==> config.mk <==
export PLATFORM = sky130hd
export DESIGN_NAME = decoder_status_irq_b_regs
export DESIGN_NICKNAME = d
export VERILOG_FILES = /design/src/inc/decoder_status_irq_b_pkg.sv /design/src/rtl/decoder_status_irq_b_regs.sv
export SDC_FILE = /design/constraint.sdc
export NUM_CORES = 1
export LEC_CHECK = 0
export BUFFER_PORTS_ARGS = -buffer_cell sky130_fd_sc_hd__buf_2
export CAP_MARGIN = 0
export CORE_AREA = 2 2 75 148
export DETAILED_ROUTE_END_ITERATION = 10
export DIE_AREA = 0 0 77 150
export PLACE_DENSITY = 0.68
export SETUP_SLACK_MARGIN = 0.15
export SLEW_MARGIN = 20
export SYNTH_ARGS = -nofsm -noshare
export SYNTH_HDL_FRONTEND = slang
export SYNTH_SLANG_ARGS = --single-unit
==> constraint.sdc <==
create_clock -name clk -period 3.5 [get_ports clk]
set_input_delay 1.05 -clock clk [delete_from_list [all_inputs] [get_ports clk]]
set_output_delay 1.05 -clock clk [all_outputs]
set_load 0.005 [all_outputs]
==> src/inc/decoder_status_irq_b_pkg.sv <==
// package: register map and constants for the status and interrupt B bank
package decoder_status_irq_b_pkg;

   // ------------------------------------------------------------
   // register indices (byte address is four times the index)
   // ------------------------------------------------------------
   localparam logic [7:0] IDX_IRQ_CLEAR    = 8'h1C;
   localparam logic [7:0] IDX_IRQ_ENABLE   = 8'h1D;
   localparam logic [7:0] IDX_IRQ_POLARITY = 8'h1E;
   localparam logic [7:0] IDX_STD_SELECT   = 8'h28;
   localparam logic [7:0] IDX_CB_GAIN      = 8'h2C;
   localparam logic [7:0] IDX_CR_GAIN      = 8'h2D;
   localparam logic [7:0] IDX_CP_PRESENT   = 8'h2E;
   localparam logic [7:0] IDX_CP_ABSENT    = 8'h2F;
   localparam logic [7:0] IDX_PART_HIGH    = 8'h80;
   localparam logic [7:0] IDX_PART_LOW     = 8'h81;
   localparam logic [7:0] IDX_LINES_HIGH   = 8'h84;
   localparam logic [7:0] IDX_LINES_LOW    = 8'h85;
   localparam logic [7:0] IDX_IRQ_FLAGS    = 8'h86;
   localparam logic [7:0] IDX_IRQ_ACTIVE   = 8'h87;
   localparam logic [7:0] IDX_STATUS_ONE   = 8'h88;

   // ------------------------------------------------------------
   // reset values
   // ------------------------------------------------------------
   localparam logic [7:0] RST_IRQ_ENABLE   = 8'h00;
   localparam logic       RST_POLARITY     = 1'b0;
   localparam logic [3:0] RST_STD_SELECT   = 4'h0;
   localparam logic [7:0] RST_CP_PRESENT   = 8'h0F;
   localparam logic [7:0] RST_CP_ABSENT    = 8'h01;
   localparam logic [7:0] RST_IRQ_FLAGS    = 8'h00;

   // arbitrary neutral identification value
   localparam logic [15:0] PART_CODE_DEFAULT = 16'hA5C3;

   // ------------------------------------------------------------
   // interrupt B flag positions
   // ------------------------------------------------------------
   localparam int FLAG_SW_INIT  = 7;
   localparam int FLAG_CP_CHG   = 6;
   localparam int FLAG_CMD_RDY  = 5;
   localparam int FLAG_FIELD    = 4;
   localparam int FLAG_LINE_ALT = 3;
   localparam int FLAG_COLOR    = 2;
   localparam int FLAG_HV_LOCK  = 1;
   localparam int FLAG_SOURCE   = 0;

   // ------------------------------------------------------------
   // standard select codes
   // ------------------------------------------------------------
   localparam logic [3:0] STD_AUTO     = 4'h0;
   localparam logic [3:0] STD_NTSC_M   = 4'h2;
   localparam logic [3:0] STD_PAL_BG   = 4'h4;
   localparam logic [3:0] STD_PAL_M    = 4'h6;
   localparam logic [3:0] STD_PAL_CN   = 4'h8;
   localparam logic [3:0] STD_NTSC_443 = 4'hA;
   localparam logic [3:0] STD_SECAM    = 4'hC;

endpackage

==> src/rtl/decoder_status_irq_b_regs.sv <==
// status, interrupt B and forced standard register bank behind an APB slave
//
// Added by the designer: the APB register port.
`timescale 1ns/100ps
module decoder_status_irq_b_regs
   import decoder_status_irq_b_pkg::*;
#(
   parameter logic [15:0] PART_CODE = PART_CODE_DEFAULT
) (
   // clock, reset, enable
   input  wire logic        clk,
   input  wire logic        sys_rst,
   input  wire logic        clk_en,
   // apb slave
   input  wire logic        psel,
   input  wire logic        penable,
   input  wire logic        pwrite,
   input  wire logic [9:0]  paddr,
   input  wire logic [31:0] pwdata,
   output logic             pready,
   output logic [31:0]      prdata,
   output logic             pslverr,
   // live state from the decoder core
   input  wire logic [7:0]  cb_gain,
   input  wire logic [7:0]  cr_gain,
   input  wire logic [9:0]  line_count,
   input  wire logic        color_locked,
   input  wire logic        vsync_locked,
   input  wire logic        hsync_locked,
   input  wire logic        peak_white,
   input  wire logic        line_alternating,
   input  wire logic        field_rate_50,
   input  wire logic        broadcast_or_tape_source,
   input  wire logic        sw_init_done,
   input  wire logic        cmd_ready,
   input  wire logic        frame_tick,
   input  wire logic        agc_pulses_seen,
   // standard control to the core
   output logic [3:0]       forced_std,
   output logic             std_forced,
   // interrupt B pin
   output logic             irq_b_out,
   output logic             irq_b_oe
);

   // ------------------------------------------------------------
   // bus decode
   // ------------------------------------------------------------
   logic [7:0] idx;
   logic       done;
   logic       wr;
   logic       rd;

   // register index from the word address
   assign idx  = paddr[9:2];
   assign done = psel & penable & pready & clk_en;
   assign wr   = done & pwrite;
   assign rd   = done & ~pwrite;

   // ------------------------------------------------------------
   // state
   // ------------------------------------------------------------
   logic [7:0] irq_enable;
   logic       polarity;
   logic [3:0] std_select;
   logic [7:0] cp_present_frames;
   logic [7:0] cp_absent_frames;
   logic [7:0] flags;
   logic       irq_b;
   logic       lost_lock;
   logic       cp_detected;
   logic [7:0] cp_run;
   logic [5:0] prev_live;
   logic       prev_init;
   logic [7:0] next_flags;
   logic [7:0] set_ev;
   logic [5:0] live;
   logic [7:0] cp_limit;
   logic       cp_differs;
   logic       cp_flip;
   logic       std_valid;
   logic [31:0] rd_val;
   logic       mapped;

   // ------------------------------------------------------------
   // writable configuration
   // ------------------------------------------------------------
   // enable mask, reserved bit 5 never stored
   always_ff @(posedge clk) begin
      if (sys_rst) begin
         irq_enable <= RST_IRQ_ENABLE;
      end else if (wr && idx == IDX_IRQ_ENABLE) begin
         irq_enable <= pwdata[7:0] & 8'hDF;
      end
   end

   // polarity, only bit 0 is kept
   always_ff @(posedge clk) begin
      if (sys_rst) begin
         polarity <= RST_POLARITY;
      end else if (wr && idx == IDX_IRQ_POLARITY) begin
         polarity <= pwdata[0];
      end
   end

   // standard select, upper nibble reserved
   always_ff @(posedge clk) begin
      if (sys_rst) begin
         std_select <= RST_STD_SELECT;
      end else if (wr && idx == IDX_STD_SELECT) begin
         std_select <= pwdata[3:0];
      end
   end

   // frame thresholds for the protection detector
   always_ff @(posedge clk) begin
      if (sys_rst) begin
         cp_present_frames <= RST_CP_PRESENT;
         cp_absent_frames  <= RST_CP_ABSENT;
      end else if (wr && idx == IDX_CP_PRESENT) begin
         cp_present_frames <= pwdata[7:0];
      end else if (wr && idx == IDX_CP_ABSENT) begin
         cp_absent_frames <= pwdata[7:0];
      end
   end

   // ------------------------------------------------------------
   // forced standard
   // ------------------------------------------------------------
   // reserved codes fall back to autoswitch in the core
   always_comb begin
      case (std_select)
         STD_NTSC_M, STD_PAL_BG, STD_PAL_M, STD_PAL_CN, STD_NTSC_443, STD_SECAM:
            std_valid = 1'b1;
         default:
            std_valid = 1'b0;
      endcase
   end

   // registered so the core sees a glitch-free code
   always_ff @(posedge clk) begin
      if (sys_rst) begin
         forced_std <= STD_AUTO;
         std_forced <= 1'b0;
      end else if (clk_en) begin
         forced_std <= std_valid ? std_select : STD_AUTO;
         std_forced <= std_valid;
      end
   end

   // ------------------------------------------------------------
   // copy-protection frame counting
   // ------------------------------------------------------------
   // a zero threshold behaves as one frame
   assign cp_limit   = cp_detected ? cp_absent_frames : cp_present_frames;
   assign cp_differs = agc_pulses_seen != cp_detected;
   assign cp_flip    = frame_tick & cp_differs & ((cp_run + 8'h01) >= cp_limit);

   // run of consecutive frames disagreeing with the verdict
   always_ff @(posedge clk) begin
      if (sys_rst) begin
         cp_run      <= 8'h00;
         cp_detected <= 1'b0;
      end else if (clk_en && frame_tick) begin
         if (!cp_differs) begin
            cp_run <= 8'h00; // any agreeing frame breaks the run
         end else if (cp_flip) begin
            cp_run      <= 8'h00;
            cp_detected <= ~cp_detected;
         end else if (cp_run != 8'hFF) begin
            cp_run <= cp_run + 8'h01;
         end
      end
   end

   // ------------------------------------------------------------
   // change detection, sticky flags and the command ready level bit
   // ------------------------------------------------------------
   // live conditions watched for change
   assign live = {cp_detected, field_rate_50, line_alternating,
                  color_locked, hsync_locked & vsync_locked,
                  broadcast_or_tape_source};

   always_ff @(posedge clk) begin
      if (sys_rst) begin
         prev_live <= 6'h00;
         prev_init <= 1'b0;
      end else if (clk_en) begin
         prev_live <= live;
         prev_init <= sw_init_done;
      end
   end

   // events raise flags whatever the mask says
   always_comb begin
      set_ev = 8'h00;
      set_ev[FLAG_SW_INIT]  = sw_init_done & ~prev_init;
      set_ev[FLAG_CP_CHG]   = live[5] ^ prev_live[5];
      set_ev[FLAG_FIELD]    = live[4] ^ prev_live[4];
      set_ev[FLAG_LINE_ALT] = live[3] ^ prev_live[3];
      set_ev[FLAG_COLOR]    = live[2] ^ prev_live[2];
      set_ev[FLAG_HV_LOCK]  = live[1] ^ prev_live[1];
      set_ev[FLAG_SOURCE]   = live[0] ^ prev_live[0];
   end

   // clear by writing ones, a same-cycle event wins
   always_comb begin
      next_flags = flags;
      if (wr && idx == IDX_IRQ_CLEAR) begin
         next_flags = flags & ~pwdata[7:0];
      end
      next_flags = next_flags | set_ev;
      next_flags[FLAG_CMD_RDY] = cmd_ready;
   end

   always_ff @(posedge clk) begin
      if (sys_rst) begin
         flags <= RST_IRQ_FLAGS;
      end else if (clk_en) begin
         flags <= next_flags;
      end
   end

   // lost lock: sticky until status one is read
   always_ff @(posedge clk) begin
      if (sys_rst) begin
         lost_lock <= 1'b0;
      end else if (clk_en) begin
         if (prev_live[1] && !live[1]) begin
            lost_lock <= 1'b1;
         end else if (rd && idx == IDX_STATUS_ONE) begin
            lost_lock <= 1'b0;
         end
      end
   end

   // ------------------------------------------------------------
   // interrupt pin
   // ------------------------------------------------------------
   // the mask touches only the pin path and the active bit, never the flags
   always_ff @(posedge clk) begin
      if (sys_rst) begin
         irq_b <= 1'b0;
      end else if (clk_en) begin
         irq_b <= |(flags & irq_enable);
      end
   end

   // open drain when active low, push-pull when active high
   always_ff @(posedge clk) begin
      if (sys_rst) begin
         irq_b_out <= 1'b0;
         irq_b_oe  <= 1'b0;
      end else if (clk_en) begin
         if (polarity) begin
            irq_b_out <= |(flags & irq_enable);
            irq_b_oe  <= 1'b1;
         end else begin
            irq_b_out <= 1'b0;
            irq_b_oe  <= |(flags & irq_enable);
         end
      end
   end

   // ------------------------------------------------------------
   // read mux
   // ------------------------------------------------------------
   // unmapped indices answer with an error and zero data
   always_comb begin
      rd_val = 32'h0000_0000;
      mapped = 1'b1;
      if (idx == IDX_IRQ_CLEAR) begin
         rd_val = 32'h0000_0000;
      end else if (idx == IDX_IRQ_ENABLE) begin
         rd_val[7:0] = irq_enable;
      end else if (idx == IDX_IRQ_POLARITY) begin
         rd_val[0] = polarity;
      end else if (idx == IDX_STD_SELECT) begin
         rd_val[3:0] = std_select;
      end else if (idx == IDX_CB_GAIN) begin
         rd_val[7:0] = cb_gain;
      end else if (idx == IDX_CR_GAIN) begin
         rd_val[7:0] = cr_gain;
      end else if (idx == IDX_CP_PRESENT) begin
         rd_val[7:0] = cp_present_frames;
      end else if (idx == IDX_CP_ABSENT) begin
         rd_val[7:0] = cp_absent_frames;
      end else if (idx == IDX_PART_HIGH) begin
         rd_val[7:0] = PART_CODE[15:8];
      end else if (idx == IDX_PART_LOW) begin
         rd_val[7:0] = PART_CODE[7:0];
      end else if (idx == IDX_LINES_HIGH) begin
         rd_val[1:0] = line_count[9:8];
      end else if (idx == IDX_LINES_LOW) begin
         rd_val[7:0] = line_count[7:0];
      end else if (idx == IDX_IRQ_FLAGS) begin
         rd_val[7:0] = flags;
      end else if (idx == IDX_IRQ_ACTIVE) begin
         rd_val[0] = irq_b;
      end else if (idx == IDX_STATUS_ONE) begin
         rd_val[7:0] = {peak_white, line_alternating, field_rate_50,
                        lost_lock, color_locked, vsync_locked,
                        hsync_locked, broadcast_or_tape_source};
      end else begin
         mapped = 1'b0;
      end
   end

   // ------------------------------------------------------------
   // apb answer: one wait state, data captured with pready
   // ------------------------------------------------------------
   always_ff @(posedge clk) begin
      if (sys_rst) begin
         pready  <= 1'b0;
         prdata  <= 32'h0000_0000;
         pslverr <= 1'b0;
      end else if (clk_en) begin
         if (psel && penable && !pready) begin
            pready  <= 1'b1;
            prdata  <= pwrite ? 32'h0000_0000 : rd_val;
            pslverr <= ~mapped;
         end else begin
            pready  <= 1'b0;
            prdata  <= 32'h0000_0000;
            pslverr <= 1'b0;
         end
      end
   end

   // ------------------------------------------------------------
   // checks
   // ------------------------------------------------------------
   low_release_a: assert property (@(posedge clk) disable iff (sys_rst)
      clk_en && !polarity |=> !irq_b_out && (irq_b_oe == $past(|(flags & irq_enable))))
      else $error("active-low pin not open drain");

   high_drive_a: assert property (@(posedge clk) disable iff (sys_rst)
      clk_en && polarity |=> irq_b_oe && (irq_b_out == $past(|(flags & irq_enable))))
      else $error("active-high pin not push-pull");

   force_std_a: assert property (@(posedge clk) disable iff (sys_rst)
      clk_en && std_select == STD_SECAM |=> std_forced && forced_std == STD_SECAM)
      else $error("forced standard not applied");

   clear_hold_a: assert property (@(posedge clk) disable iff (sys_rst)
      clk_en && wr && idx == IDX_IRQ_CLEAR && !pwdata[FLAG_COLOR] && flags[FLAG_COLOR]
      |=> flags[FLAG_COLOR])
      else $error("flag lost on zero clear bit");

   clear_one_a: assert property (@(posedge clk) disable iff (sys_rst)
      clk_en && wr && idx == IDX_IRQ_CLEAR && pwdata[FLAG_FIELD] && !set_ev[FLAG_FIELD]
      |=> !flags[FLAG_FIELD])
      else $error("flag not cleared by one");

   sticky_flag_a: assert property (@(posedge clk) disable iff (sys_rst)
      flags[FLAG_SOURCE] && !(wr && idx == IDX_IRQ_CLEAR) |=> flags[FLAG_SOURCE])
      else $error("flag dropped without clear");

   mask_pin_a: assert property (@(posedge clk) disable iff (sys_rst)
      clk_en && (flags & irq_enable) != 8'h00 |=> irq_b)
      else $error("enabled flag did not raise pin");

   lost_read_a: assert property (@(posedge clk) disable iff (sys_rst)
      rd && idx == IDX_STATUS_ONE && !(prev_live[1] && !live[1]) |=> !lost_lock)
      else $error("lost lock not cleared by read");

   cp_on_a: assert property (@(posedge clk) disable iff (sys_rst)
      clk_en && frame_tick && !cp_detected && agc_pulses_seen
      && cp_present_frames > 8'h01 && cp_run == 8'h00 |=> !cp_detected)
      else $error("protection declared too early");

   cmd_level_a: assert property (@(posedge clk) disable iff (sys_rst)
      clk_en |=> flags[FLAG_CMD_RDY] == $past(cmd_ready))
      else $error("command ready bit wrong");

endmodule // decoder_status_irq_b_regs

## Word-level counts from Yosys, hierarchy flattened

Index checks and enable logic that the tools add are counted.

| cells by class | value |
|---|---|
| add/sub/neg operators | 1 |
| $lt $le $gt $ge | 1 |
| equal/unequal tests | 24 |
| multiplexer cells | 63 |
| bitwise gates (word level) | 24 |
| reduce and logical (&&, ||, !) cells | 20 |

Operators with widths:

| kind | count |
|---|---|
| 8-bit 2-to-1 mux | 32 |
| 8-bit == test, second input constant | 7 |
| 8-bit by 6-bit == test with 1-bit output, second input constant | 5 |
| 8-bit by 5-bit == test with 1-bit output, second input constant | 3 |
| 1-bit 2-to-1 mux | 24 |
| 8-bit AND | 2 |
| 7-bit 2-to-1 mux | 2 |
| 4-bit == test, second input constant | 3 |
| 4-bit 2-to-1 mux | 3 |
| 1-bit logical AND | 11 |
| 1-bit AND | 9 |
| 8-bit by 1-bit adder with 8-bit output, second input constant | 1 |
| 4-bit by 3-bit == test with 1-bit output, second input constant | 2 |
| 8-bit >= comparator | 1 |
| 8-bit != test, second input constant | 1 |
| 8-bit NOT | 1 |
| 8-bit OR | 1 |
| 8-bit OR reduction | 1 |
| 6-bit 2-to-1 mux | 1 |
| 2-bit AND reduction | 3 |
| 6-bit OR reduction | 1 |
| 1-bit bitwise XOR | 6 |
| 1-bit NOT | 5 |
| 4-bit by 2-bit == test with 1-bit output, second input constant | 1 |
| other kinds (6) | 7 |

| storage, ports and cells | value |
|---|---|
| register bits | 95 |
| bits of input ports | 85 |
| output and inout bits | 41 |

## Logic depth before layout (Yosys ltp)

| depth | value |
|---|---|
| depth after elaboration | 32 |
| gate-level depth with buffers | 11 |
| mapped depth without buffers | 10 |

## Worst setup path before layout

No wires, ideal clock.

| timing path | value |
|---|---|
| path type | in2reg |
| from | input port clk_en |
| to | register cp_absent_frames[0] |
| setup time | 0.120 ns |
| arrival time | 2.399 ns |
| data required time | 3.380 ns |
| path slack | 0.981 ns |
| cell stages on the path | 7 |
| path through | buf_4 > nand3_2 > or2_1 > buf_2 > nor3_4 > nor2b_1 > a211o_1 |

| on the way | value |
|---|---|
| cells in the longest elaborated chain, start to end | 5 |
| elaborated cells on any way between the ends | 6 |

RTL lines:

| what | line | source |
|---|---|---|
| start, declared | decoder_status_irq_b_regs.sv:13 | `input wire logic clk_en,` |
| 1-bit AND (*) | decoder_status_irq_b_regs.sv:56 | `assign done = psel & penable & pready & clk_en;` |
| 1-bit AND (*) | decoder_status_irq_b_regs.sv:57 | `assign wr = done & pwrite;` |
| 1-bit logical AND | decoder_status_irq_b_regs.sv:120 | `end else if (wr && idx == IDX_CP_PRESENT) begin` |
| 1-bit NOT (no line) | n/a |  |
| 2-bit AND reduction (no line) (*) | n/a |  |
| end signal, assigned | decoder_status_irq_b_regs.sv:123 | `cp_absent_frames <= pwdata[7:0];` |
| end, declared | decoder_status_irq_b_regs.sv:67 | `logic [7:0] cp_absent_frames;` |

Every way passes the cells marked *; elsewhere a longest branch is shown, timed or not.
A chain may end at the register's enable or synchronous reset.

## Final worst setup path

| timing path | value |
|---|---|
| from | register cp_run[0] |
| to | register cp_run[1] |

| on the way | value |
|---|---|
| cells in the longest elaborated chain, start to end | 5 |
| elaborated cells on any way between the ends | 9 |

RTL lines:

| what | line | source |
|---|---|---|
| start, declared | decoder_status_irq_b_regs.sv:72 | `logic [7:0] cp_run;` |
| start signal, assigned | decoder_status_irq_b_regs.sv:171 | `cp_run <= cp_run + 8'h01;` |
| 8-bit by 1-bit adder with 8-bit output | decoder_status_irq_b_regs.sv:157, decoder_status_irq_b_regs.sv:171 |  |
| 8-bit >= comparator | decoder_status_irq_b_regs.sv:157 | `assign cp_flip = frame_tick & cp_differs & ((cp_run + 8'h01) >= cp_limit);` |
| 1-bit AND | decoder_status_irq_b_regs.sv:157 |  |
| 3-bit by 1-bit != test with 1-bit output (no line) / 8-bit 2-to-1 mux (equally long branches) | n/a |  |
| 2-bit AND reduction (no line) / 8-bit 2-to-1 mux (equally long branches) | n/a |  |

Parallel ways exist; a longest one is shown, timed or not. The select of a mux whose other input is x is not followed.

==> Flow_metrics.wiki <==
{| class="wikitable"
! Metric !! Value
|-
| Global router's overall resource usage || 26.0%
|-
| Stages on worst setup path || 9
|-
| Area delta synth->final || 16.3%
|-
| Highest achievable clock rate || about 360 MHz
|-
| Pin count of the biggest net entering global routing || 66
|-
| Synth top area cells || sky130_fd_sc_hd__dfxtp_1 31%, sky130_fd_sc_hd__mux2i_1 9.0%, sky130_fd_sc_hd__buf_4 4.6%
|-
| Clock network fraction of design power || between 40% and 50%
|-
| Overall die area || around 12,000 um2
|-
| Cell family with the largest share of critical-path delay || compound AO/OA/AOI/OAI gates
|-
| Top cell types by occurrence after synthesis || 71 x sky130_fd_sc_hd__dfxtp_1, 47 x sky130_fd_sc_hd__nor2_1, 41 x sky130_fd_sc_hd__mux2i_1
|-
| Post-route DRC violation count || 0
|-
| Hold-fix buffers at CTS || 0
|-
| Slew Viols, Final || 0
|-
| Combined area of all synthesized cells || between 4000 and 5000 um2
|-
| Row Count || 53
|-
| Critical path cell sequence || ha_1 -> and3_1 -> nand2_1 -> xnor2_1 -> ha_1 -> o21a_1 -> o21ai_0 -> o21ai_0 -> mux2i_1
|-
| Synthesis warning total || 0
|-
| Transition time of the tightest slew-check pin || 0.730 ns
|-
| Logic depth of the worst register-to-register path || 9
|-
| Number of clock buffers inserted by TritonCTS || 9
|-
| Horiz. Die Dim || 77 um
|-
| Endpoint type of the worst setup path || flip-flop
|-
| Leakage power summed over all cells || approximately 2.2 nW
|-
| Share of synthesized area occupied by flip-flops and latches || around 31%
|-
| First DRT Iteration DRCs || ~440
|-
| Post-CTS Repair Setup Buffers || 0
|-
| Category of the critical setup timing path || flip-flop to flip-flop
|-
| Dominant cell type by area after synthesis || sky130_fd_sc_hd__dfxtp_1
|-
| Crit path arrival time || ~3 ns
|-
| Max-capacitance violation count || 0
|-
| Layout Skew || roughly 0.006 ns
|-
| Number of buffer and inverter stages on the critical path || 0
|-
| Most frequent cell after synthesis || sky130_fd_sc_hd__dfxtp_1
|-
| IR Drop Worst-Case VDD || 334 uV
|-
| Via count of the first global-routing pass || about 4,200
|-
| Main flop type after synthesis || sky130_fd_sc_hd__dfxtp_1
|-
| Clock latency on the worst-skew pair || between 0.3 and 0.4 ns
|-
| Final-stage net count || 705
|-
| Antenna violations before repair || 0
|-
| Multi-input logic area || between 2000 and 3000 um2
|-
| Mean area per synthesized cell || approximately 8.4 um2
|-
| Largest fanout of any net on the critical path || 7
|-
| Detailed-route wire length per cell || just under 20 um
|-
| Overall overflow remaining after global route || 0
|-
| Sink count of the clock tree || ~70
|-
| Required time of the critical path || between 3 and 4 ns
|-
| Clock tree from TritonCTS || done
|-
| Net switching power figure || 0.000526 W
|-
| Headroom to the max-slew limit || between 50% and 60%
|-
| Share of layout cells above drive strength 1 || roughly a fifth
|-
| Number of buffers on the longest clock path || 2
|-
| Maximum level of the CTS H-tree || 3
|-
| Register area || between 1000 and 1500 um2
|-
| Total of endpoints with negative setup slack in the final report || 0
|-
| Utilization after layout || between 50% and 60%
|-
| Area of the core || 10,500 um2
|-
| Detailed placement HPWL || approximately 11,000 um
|-
| Result of the run || completed
|-
| EDFF count, synth || 0
|-
| Internal || about 0.0015 W
|-
| Buffer cell driving the clock tree root || sky130_fd_sc_hd__clkbuf_16
|-
| Final-layout setup total negative slack || 0 ns
|-
| Number of resized instances in the post-cts repair step || 0
|-
| Slowest-stage cell, CP || sky130_fd_sc_hd__o21ai_0
|-
| Routed Wire Length || 14,800 um
|-
| Count of input and output buffers || 75
|-
| Post-synth cell types || around 70
|-
| Effective utilization at floorplan || about 43%
|-
| Top-level port count || 126
|-
| Final count of hold timing violations || 0
|-
| Vias per cell || approximately 5.8
|-
| Overall via count from detail_route || about 4,400
|-
| Proportion of power drawn by combinational gates || 11.0%
|-
| Crit share post-route || about four fifths
|-
| Share of flip-flops with an asynchronous set or reset || 0%
|-
| Unrepaired setup endpoints after global routing || false
|-
| Pwr per Cell Area || a little under 400 nW/um2
|-
| Number of antenna-violating nets in the routed design || 0
|-
| Type of the most critical hold path || flip-flop to flip-flop
|-
| TritonRoute pass-1 iters || 5
|-
| Clk pin slew, worst setup/hold paths || about 0.06 ns
|-
| Die Ht || roughly 150 um
|-
| Worst Hold Path Cells || 1
|-
| Crit-path max cell delay || 0.55 ns
|-
| Register bit total from synthesis || just over 70
|-
| Minimum clock period || around 2.8 ns
|-
| N_diodes || 0
|-
| Sequential share of power || 40.6%
|-
| Fraction of post-synthesis cell area in the top cell type by area || ~31%
|-
| Wire length of the first global-routing pass || 22,800 um
|-
| Cell count after synthesis || around 540
|-
| Global placer's final weighted congestion || approximately 1.1
|-
| Fillers || ~1,100
|-
| Switching Share || roughly 26%
|-
| Worst setup SP type || flip-flop
|}
==> power by group through the flow <==
stage	combinational [W]	sequential, W	clock (W)
2_1_floorplan	0.000151	0.000848	0
3_3_place_gp	0.000218	0.000853	0
3_5_place_dp	0.000221	0.000853	0
4_1_cts	0.000223	0.000835	0.00102
5_1_grt	0.000247	0.000837	0.00105
6_report	0.000226	0.000836	0.000998
==> worst paths after layout <==
check	start	to	slack (ns)
max	cp_run[0]$_SDFFE_PP0P_	cp_run[1]$_SDFFE_PP0P_	0.71
min	std_forced$_SDFFE_PP0P_	std_forced$_SDFFE_PP0P_	0.45
min reg2reg	std_forced$_SDFFE_PP0P_	std_forced$_SDFFE_PP0P_	0.45
max reg2reg	cp_run[0]$_SDFFE_PP0P_	cp_run[1]$_SDFFE_PP0P_	0.71
==> metal layers <==
metal  global-route usage [%]  up-vias  routed length (um)
met1                     24.9     2032                5040
met5                        0        -                   0
met3                     4.58       57                 749
li1                         -     2078                   -
met4                     18.7        0                1060
met2                     48.8      201                7950
==> worst register-to-register path: stages, from the launching register on <==
cell	delay, ns
sky130_fd_sc_hd__dfxtp_1	0.50
sky130_fd_sc_hd__ha_1	0.29
sky130_fd_sc_hd__and3_1	0.34
sky130_fd_sc_hd__nand2_1	0.11
sky130_fd_sc_hd__xnor2_1	0.14
sky130_fd_sc_hd__ha_1	0.33
sky130_fd_sc_hd__o21a_1	0.11
sky130_fd_sc_hd__o21ai_0	0.10
sky130_fd_sc_hd__o21ai_0	0.55
sky130_fd_sc_hd__mux2i_1	0.25
==> through the flow <==
step	hold slack, ns	cells	total power [W]	area (um2)	setup WS (ns)
after CTS	0.454	752	0.00208	5290	0.717
after floorplan	0.449	566	0.000999	4630	0.981
final	0.453	752	0.00206	5290	0.709
after global placement	0.434	736	0.00107	4960	0.580
after detailed placement	0.440	736	0.00107	4960	0.487
after global routing	0.470	752	0.00213	5290	0.438
==> flip-flops by register name (all words and copies together) (netlist names), 4 cells and up <==
register,cells
cp_run,8
prdata,8
forced_std,4
irq_enable,7
flags,8
cp_present_frames,8
std_select,4
cp_absent_frames,8
prev_live,6
==> cell type report <==
type,count,area share (%)
Clock buffer,10,4.33
Clock inverter,6,1.75
Inverter,16,1.14
Multi-Input combinational cell,422,53.4
Sequential cell,71,26.9
Tap cell,137,3.24
Timing Repair Buffer,90,9.23
==> cells by family (layout without fill, tap and decap cells) <==
family | after synthesis | count (layout) | share of synthesized area (%)
and+or+nand+nor | 184 | 184 | 22.7
other | 1 | 24 | 0.0825
AOI/OAI and AO/OA | 147 | 147 | 21.7
adders and majority gates | 10 | 10 | 2.75
buffers and inverters | 73 | 122 | 8.48
xor gates and xnor gates | 12 | 12 | 2.31
muxes | 45 | 45 | 10.8
DFF | 71 | 71 | 31.3
==> layout by cell type (no fill, tap or decap), drive strengths merged, types with 9 or more instances in the layout <==
cell | netlist | layout
mux2i | 41 | 41
a21oi | 30 | 30
nor3 | 18 | 18
and2 | 10 | 10
buf | 37 | 90
nand2 | 33 | 33
nor2b | 13 | 13
xor2 | 9 | 9
o21ai | 38 | 38
nor2 | 48 | 48
conb | 1 | 24
nand3 | 21 | 21
nand2b | 12 | 12
ha | 10 | 10
inv | 16 | 18
dfxtp | 71 | 71
clkbuf | 20 | 10
No activity file was read; power rests on OpenSTA's default activity.
